## src/ohc_pkg.sv

```systemverilog
// package: constants and carrier types for the operating-hours counter
// Summary of operation
// while run is high, total time accumulates and remaining time counts down; both readable
// alarm output goes high once remaining time reaches zero
// partial reset clears alarm, reloads remaining time, keeps total run time
// full reset clears alarm, reloads remaining time, zeroes total run time
// option: alarm also cleared while a reset is high or run is low
// total run time keeps counting during partial reset while run is high
// total run time saturates at 99999 hours and stops
// service interval and total run time start value are preset by configuration
// remaining, total and interval values are held retentive; here rst_n clears all three, only total can be restored by preset
// service interval may come from another block's current value
// service interval may change in parameter mode without reprogramming
// time advances on a one-cycle minute tick from the system clock while running
package ohc_pkg;
    localparam int unsigned CLK_HZ = 40000000;
    localparam int unsigned TICK_S = 60;
    localparam logic [31:0] TICK_CYCLES = 32'(CLK_HZ * TICK_S);
    localparam logic [31:0] TICK_RESET = 32'h00000000;
    localparam int unsigned MIN_W = 23;
    // 99999 hours in minutes
    localparam logic [22:0] TOTAL_LIMIT_MIN = 23'h5B8D44;
    localparam logic [22:0] ZERO_MIN = 23'h000000;
    localparam logic [22:0] MIN_STEP = 23'h000001;
    localparam logic ALARM_RESET = 1'b0;

    typedef struct packed {
        logic run;
        logic partial_reset;
        logic full_reset;
    } ctrl_t;

    typedef struct packed {
        logic [22:0] service_interval;
        logic [22:0] tot_start;
        logic tot_preset;
        logic alarm_follows_run;
        logic use_ext_interval;
    } cfg_t;
endpackage

```

## src/operating_hours_counter.sv

```systemverilog
// operating-hours counter with service alarm
`timescale 1ns/1ps
module operating_hours_counter #(
    parameter logic [31:0] TICK_CYCLES_P = ohc_pkg::TICK_CYCLES
) (
    // clock and reset
    input wire logic core_clk,
    input wire logic rst_n,
    // control from other logic
    input wire ohc_pkg::ctrl_t ctrl,
    // configuration
    input wire ohc_pkg::cfg_t cfg,
    input wire logic [22:0] ext_interval,
    // status
    output logic alarm,
    output logic [22:0] remaining_time,
    output logic [22:0] total_run_time,
    output logic [22:0] service_interval
);
    import ohc_pkg::*;

    // both reset inputs reload the countdown and drop the alarm
    function automatic logic reload_req(input ctrl_t c);
        reload_req = c.partial_reset | c.full_reset;
    endfunction

    // option: alarm held low while run is low
    function automatic logic follow_clear(input ctrl_t c, input cfg_t f);
        follow_clear = f.alarm_follows_run & ~c.run;
    endfunction

    // one counted minute of running time
    function automatic logic count_step(input ctrl_t c, input logic t);
        count_step = c.run & t;
    endfunction

    // time base
    logic [31:0] tick_cnt_q;
    logic [31:0] tick_cnt_d;
    logic tick;
    // interval selection
    logic [22:0] int_src;
    logic [22:0] int_q;
    logic [22:0] int_d;
    // remaining and total minutes
    logic [22:0] rem_q;
    logic [22:0] rem_d;
    logic [22:0] tot_q;
    logic [22:0] tot_d;
    // alarm
    logic alarm_q;
    logic alarm_d;

    // free-running, so a run pause does not hold the partial minute; run only gates which ticks count
    always_comb begin
        tick = (tick_cnt_q == TICK_CYCLES_P - 32'h00000001);
        tick_cnt_d = tick ? TICK_RESET : tick_cnt_q + 32'h00000001;
    end

    always_ff @(posedge core_clk) begin
        if (!rst_n) begin
            tick_cnt_q <= TICK_RESET;
        end else begin
            tick_cnt_q <= tick_cnt_d;
        end
    end

    // live select: a new source value is taken at the next edge
    always_comb begin
        int_src = cfg.use_ext_interval ? ext_interval : cfg.service_interval;
        int_d = int_src;
    end

    always_ff @(posedge core_clk) begin
        if (!rst_n) begin
            int_q <= ZERO_MIN;
        end else begin
            int_q <= int_d;
        end
    end

    // countdown stops at zero; a reload wins over the step
    always_comb begin
        rem_d = rem_q;
        if (count_step(ctrl, tick) && rem_q != ZERO_MIN) begin
            rem_d = rem_q - MIN_STEP;
        end
        if (reload_req(ctrl)) begin
            rem_d = int_src;
        end
    end

    // power-on clears; the countdown comes back only through a reload from int_src
    always_ff @(posedge core_clk) begin
        if (!rst_n) begin
            rem_q <= ZERO_MIN;
        end else begin
            rem_q <= rem_d;
        end
    end

    // partial reset leaves this counter alone; full reset beats the preset
    always_comb begin
        tot_d = tot_q;
        if (count_step(ctrl, tick) && tot_q < TOTAL_LIMIT_MIN) begin
            tot_d = tot_q + MIN_STEP;
        end
        if (cfg.tot_preset) begin
            tot_d = cfg.tot_start;
        end
        if (ctrl.full_reset) begin
            tot_d = ZERO_MIN;
        end
    end

    always_ff @(posedge core_clk) begin
        if (!rst_n) begin
            tot_q <= ZERO_MIN;
        end else begin
            tot_q <= tot_d;
        end
    end

    // set on zero, then cleared by reloads and last by the run option
    always_comb begin
        alarm_d = alarm_q;
        if (rem_d == ZERO_MIN) begin
            alarm_d = 1'b1;
        end
        if (reload_req(ctrl)) begin
            alarm_d = 1'b0;
        end
        if (follow_clear(ctrl, cfg)) begin
            alarm_d = 1'b0;
        end
    end

    always_ff @(posedge core_clk) begin
        if (!rst_n) begin
            alarm_q <= ALARM_RESET;
        end else begin
            alarm_q <= alarm_d;
        end
    end

    assign alarm = alarm_q;
    assign remaining_time = rem_q;
    assign total_run_time = tot_q;
    assign service_interval = int_q;
endmodule

```

## config.mk

```make
export PLATFORM = sky130hd
export DESIGN_NAME = operating_hours_counter
export DESIGN_NICKNAME = d
export VERILOG_FILES = /design/src/ohc_pkg.sv /design/src/operating_hours_counter.sv
export SDC_FILE = /design/constraint.sdc
export NUM_CORES = 1
export LEC_CHECK = 0
export BUFFER_PORTS_ARGS = -buffer_cell sky130_fd_sc_hd__buf_2
export CAP_MARGIN = 20
export CORE_ASPECT_RATIO = 1.2
export CORE_MARGIN = 1.5
export CORE_UTILIZATION = 53
export DETAILED_ROUTE_END_ITERATION = 10
export GPL_TIMING_DRIVEN = 0
export PLACE_DENSITY = 0.93
export SLEW_MARGIN = 5
export SYNTH_ARGS = -nofsm -noshare
export SYNTH_HDL_FRONTEND = slang
export SYNTH_SLANG_ARGS = --single-unit
```

## constraint.sdc

```tcl
create_clock -name core_clk -period 3.04 [get_ports core_clk]
set_input_delay 0.304 -clock core_clk [delete_from_list [all_inputs] [get_ports core_clk]]
set_output_delay 0.304 -clock core_clk [all_outputs]
set_load 0.02 [all_outputs]
```

# ---- Word-level counts from Yosys, hierarchy flattened
# Index checks and enable logic that the tools add are counted.
dict set report totals {
  output_inout_bits 70
  wordCells 28
  reg_bits 102
  input_bits 77
}
dict set report classes {
  n_mux 5
  magnitude_cmp 1
  addsub 3
  bitwise_logic 5
  n_reduce_logical 8
  n_eq_ne 1
}
# cell n
set op_table {}
lappend op_table {{23-bit 2-to-1 mux} 5}
lappend op_table {{32-bit by 1-bit adder with 32-bit output (second input constant)} 1}
lappend op_table {{32-bit == test (second input constant)} 1}
lappend op_table {{23-bit by 1-bit adder with 23-bit output (second input constant)} 1}
lappend op_table {{23-bit logical NOT} 1}
lappend op_table {{23-bit < comparator (second input constant)} 1}
lappend op_table {{23-bit nonzero test} 1}
lappend op_table {{23-bit by 1-bit subtractor with 23-bit output (second input constant)} 1}
lappend op_table {{2-bit OR reduction} 2}
lappend op_table {{3-bit OR reduction} 1}
lappend op_table {{1-bit AND} 2}
lappend op_table {{1-bit logical AND} 2}
lappend op_table {{1-bit NOT} 2}
lappend op_table {{2-bit nonzero test} 1}
lappend op_table {{1-bit bitwise OR} 1}

# ---- Longest topological paths before layout
dict set report depth {
  depth_word 6
  ltp_mapped 11
}

# ---- Worst setup path before layout
# No wires, ideal clock.
dict set report synth_path {
  kind {reg2reg}
  from {reg rem_q[5] (netlist: remaining_time[5])}
  to {reg alarm_q (netlist: alarm)}
  path_stages_with_launch 10
  required_time_ns 2.971
  arrival_time_ns 2.815
  setup_time_ns 0.069
  slack_ns 0.156
  cell_sequence {dfxtp_1 > or4_4 > or4_1 > nor4_4 > nand2b_1 > xnor2_1 > or4b_1 > a21oi_1 > nand3_1 > o21ai_1}
}
dict set report synth_between {
  elab_chain_cells 5
  word_cells_on_any_way 6
  classes_between {1 x add/sub; 2 x mux; 3 x reduce/logical}
}
# element line
set synth_rtl {}
lappend synth_rtl {{start: declaration} operating_hours_counter.sv:46} ;# logic [22:0] rem_q;
lappend synth_rtl {{start signal: assignment} operating_hours_counter.sv:98} ;# rem_q <= rem_d;
lappend synth_rtl {{branches (longest 2 deep; another with 23-bit by 1-bit subtractor with 23-bit output)} n/a}
lappend synth_rtl {{23-bit 2-to-1 mux *} operating_hours_counter.sv:85} ;# if (count_step(ctrl, tick) && rem_q != ZERO_MIN) begin
lappend synth_rtl {{23-bit 2-to-1 mux *} operating_hours_counter.sv:88} ;# if (reload_req(ctrl)) begin
lappend synth_rtl {{23-bit logical NOT *} operating_hours_counter.sv:127} ;# if (rem_d == ZERO_MIN) begin
lappend synth_rtl {{end signal: assignment} operating_hours_counter.sv:142} ;# alarm_q <= alarm_d;
lappend synth_rtl {{end: declaration} operating_hours_counter.sv:51} ;# logic alarm_q;
# Every way passes the cells marked *.
# A chain may end at the register's enable or synchronous reset.

# ---- Worst setup path in the final report
# Same ends and word-level chain as after synthesis.

==> impl_metrics.csv <==
group,metric,value,unit
cells_and_area,syn2layout_area_growth,24.5,%
placed_design,routabilityCongestion,0.869,
hold_path,hp-class,"in -> reg",
pwr,p_sw_share,29.6,%
job,maxCapViolations,0,
timing,finClkSkew,10.9,ps
cells_and_area,final_common_cell,"buf_2",
status,status,"complete, but fails checks",
synthesis,yosys_warnings,0,
global_route,grt_max_degree,20,
timing,min_period,3180,ps
pwr,p_int,2170,uW
drt,first_iter_violations,256,
die,die_x,94.0,microns
cells_and_area,fillCellCount,707,
timing,fmax,314,MHz
drt,drtAntennaViolNets,0,
worst_setup_path,slowest_delay,550,ps
clock_network,clk_pin_slew,80,ps
pwr,p_switching,911,uW
timing,relSlewSlack,47.3,%
drt,wire_per_inst,17.1,microns
timing,hold_viol,0,
worst_setup_path,end_kind,"flop",
clock_network,cts_tree,"built",
timing,grt_setup_unrepaired,"yes",
synthesis,synth_edf_count,0,
die,die_h,112,microns
synthesis,ys_seq_area_share,38.8,%
synthesis,ys_async_sr_fraction,0,%
cells_and_area,final_cell_mix,"buf_2, dfxtp_1, nor2_1",
synthesis,avgSynthCellArea,8.83,sq um
die,io_pins,147,
clock_network,root_buffer,"clkbuf_16",
placed_design,portBuffers,145,
die,core_area,0.00961,sq mm
global_route,grt_pass1_wl,22800,microns
synthesis,synth_nets,678,
pwr,p_seq_share,47.1,%
synthesis,synth_xor_area_share,10.8,%
pwr,p_leak,0.00287,uW
status,violations,"negative setup slack",
synthesis,ys.flop_type,"dfxtp_1",
synthesis,synth-compound-area-share,7.72,%
worst_setup_path,required,3330,ps
pwr,p_clk_share,37.0,%
drt,viasPerCell,5.77,
cells_and_area,antennaDiodeCount,0,
timing,layout_setup_ws,-142,ps
pwr,pwr-share-comb,15.9,%
worst_setup_path,arrival,3470,ps
clock_network,cts-buffers-inserted,9,
synthesis,synth-simple-area-share,32.8,%
die,start_util,54.8,%
timing,setup_viol,1,
global_route,grt-ovfl-total,0,
cells_and_area,nets,839,
timing,timing.setup.tns,-142,ps
global_route,grt_pass1_vias,4947,
drt,finalWirelength,15100,microns
die,row_count,39,
placed_design,pre_cts_ws,-58.9,ps
worst_setup_path,critical_path.slowest_cell,"or4_4",
timing,post-route-period-util,105,%
synthesis,synth-seq-cells,102,
cells_and_area,layout-drive-gt1-share,28.4,%
timing,slew_viol_final,0,
worst_setup_path,path_class,"reg -> reg",
synthesis,synth_area,0.00527,sq mm
die,dieArea,0.0106,sq mm
pwr,ir_drop,0.280,mV
worst_setup_path,start_kind,"flop",
clock_network,h-tree-depth,3,
synthesis,synth_adder_area_share,0.950,%
worst_setup_path,cpMostUsedCell,"or4_4",
global_route,track_usage,27.2,%
timing,worstMarginPinSlew,790,ps
pwr,p_per_area,469,mW/mm^2
drt,remaining_drc_errors,0,
clock_network,clk_path_buf_depth,2,
worst_setup_path,path_max_fanout,7,
clock_network,clk_latency,350,ps
drt,vias,5112,
worst_setup_path,cp_cell_sequence,"or4_4, or4_4, nor4_4, nand2b_1, xnor2_2, or4b_4, a21oi_4, nand3_2, o21ai_1",
drt,drt_pass1_iterations,6,
synthesis,synthMuxAreaShare,5.94,%
synthesis,syn_inst,597,
placed_design,dp_hpwl,10500,microns
clock_network,cts_sinks,102,
synthesis,synth_top_family_by_area,"simple AND/OR/NAND/NOR gates",
synthesis,synth_cell_type_count,53,
global_route,antenna_found_initial,0,
-- stage by stage --
| step | power (uW) | hold WS, ps | instances | util (%) | area [sq um] |
|---|---|---|---|---|---|
| 2_1_floorplan | 1760 | 434 | 597 | - | 5270 |
| 3_3_place_gp | 1920 | 454 | 865 | 64.0 | 6150 |
| 3_5_place_dp | 1940 | 478 | 865 | 64.0 | 6150 |
| 4_1_cts | 3060 | 186 | 881 | 67.1 | 6450 |
| 5_1_grt | 3180 | 189 | 886 | 68.3 | 6560 |
| 6_report | 3080 | 189 | 886 | 68.3 | 6560 |
-- cells by family after synthesis --
family / Yosys count
simple gates: 297
compound gates: 63
buf+inv: 36
flops: 102
mux: 31
fa+ha+maj: 4
xor+xnor: 64
-- layer usage --
metal	wire, microns	track usage (%)	vias to the layer above
met1	5900	31.7	2418
met2	7520	47.2	253
met4	661	13.3	0
met5	0	0	-
met3	1040	5.22	62
li1	-	-	2379
-- power groups by stage --
stage,Sequential [uW],Clock (uW),Combinational [uW]
after detailed placement,1480,0,459
final,1450,1140,490
after global placement,1480,0,447
after global routing,1460,1200,522
after floorplan,1540,0,220
after CTS,1450,1140,464
-- cells in the mapped netlist (5+ instances only) --
| library cell | n | area, sq um |
|---|---|---|
| dfxtp_1 | 102 | 2040 |
| nor2_1 | 56 | 210 |
| nand2_1 | 46 | 173 |
| nor2b_1 | 38 | 238 |
| xor2_1 | 34 | 298 |
| mux2i_1 | 29 | 290 |
| xnor2_1 | 29 | 254 |
| a21oi_1 | 23 | 115 |
| and2_1 | 23 | 144 |
| nor3_1 | 23 | 115 |
| clkbuf_1 | 22 | 82.6 |
| nand3_1 | 17 | 85.1 |
| and3_1 | 16 | 100 |
| o21ai_0 | 14 | 70.1 |
| or3_1 | 11 | 68.8 |
| nand4_1 | 10 | 62.6 |
| nor4_1 | 8 | 50.1 |
| o211a_1 | 8 | 80.1 |
| o21a_1 | 8 | 60.1 |
| inv_1 | 7 | 26.3 |
| or2_2 | 7 | 43.8 |
| and4_1 | 5 | 43.8 |
-- final timing paths --
kind | startpoint | endpoint | slack (ps) | depth (start not counted)
hold reg to reg | tick_cnt_q[0] | tick_cnt_q[0] | 500 | 1
setup / recovery | remaining_time[5] | alarm | -140 | 9
setup reg to reg | remaining_time[5] | alarm | -140 | 9
hold / removal | cfg[3] | total_run_time[0] | 190 | 3
-- flip-flops by register name, indices dropped and copies added (netlist names) --
| register | cells |
|---|---|
| service_interval | 23 |
| total_run_time | 23 |
| tick_cnt_q | 32 |
| remaining_time | 23 |
| alarm | 1 |
-- worst max-delay path, delay by kind of cell (launching register included) --
kind | cells | cell delay, ps
flip-flops | 1 | 370
AO/OA/AOI/OAI | 2 | 300
XOR/XNOR | 1 | 180
AND/OR/NAND/NOR | 6 | 2260
-- final cells by class --
cell class	instances	area [sq um]	area share, %
flip-flops and latches	102	2050	31.2
plain buffers	28	129	1.96
repair buffers	151	771	11.7
clock inverters	7	63.8	0.973
well taps	123	154	2.35
multi-input cells	459	3150	48.0
inverters	7	26.3	0.400
clock buffers	9	225	3.43
-- repair_timing --
| item | CTS | global route |
|---|---|---|
| buffers inserted | 0 | 6 |
| hold buffers | 0 | 0 |
| resized for setup | 2 | 14 |
| setup endpoints to repair | 1 | 3 |
| pin swaps | 2 | 7 |
No activity file was read; power rests on OpenSTA's default activity.
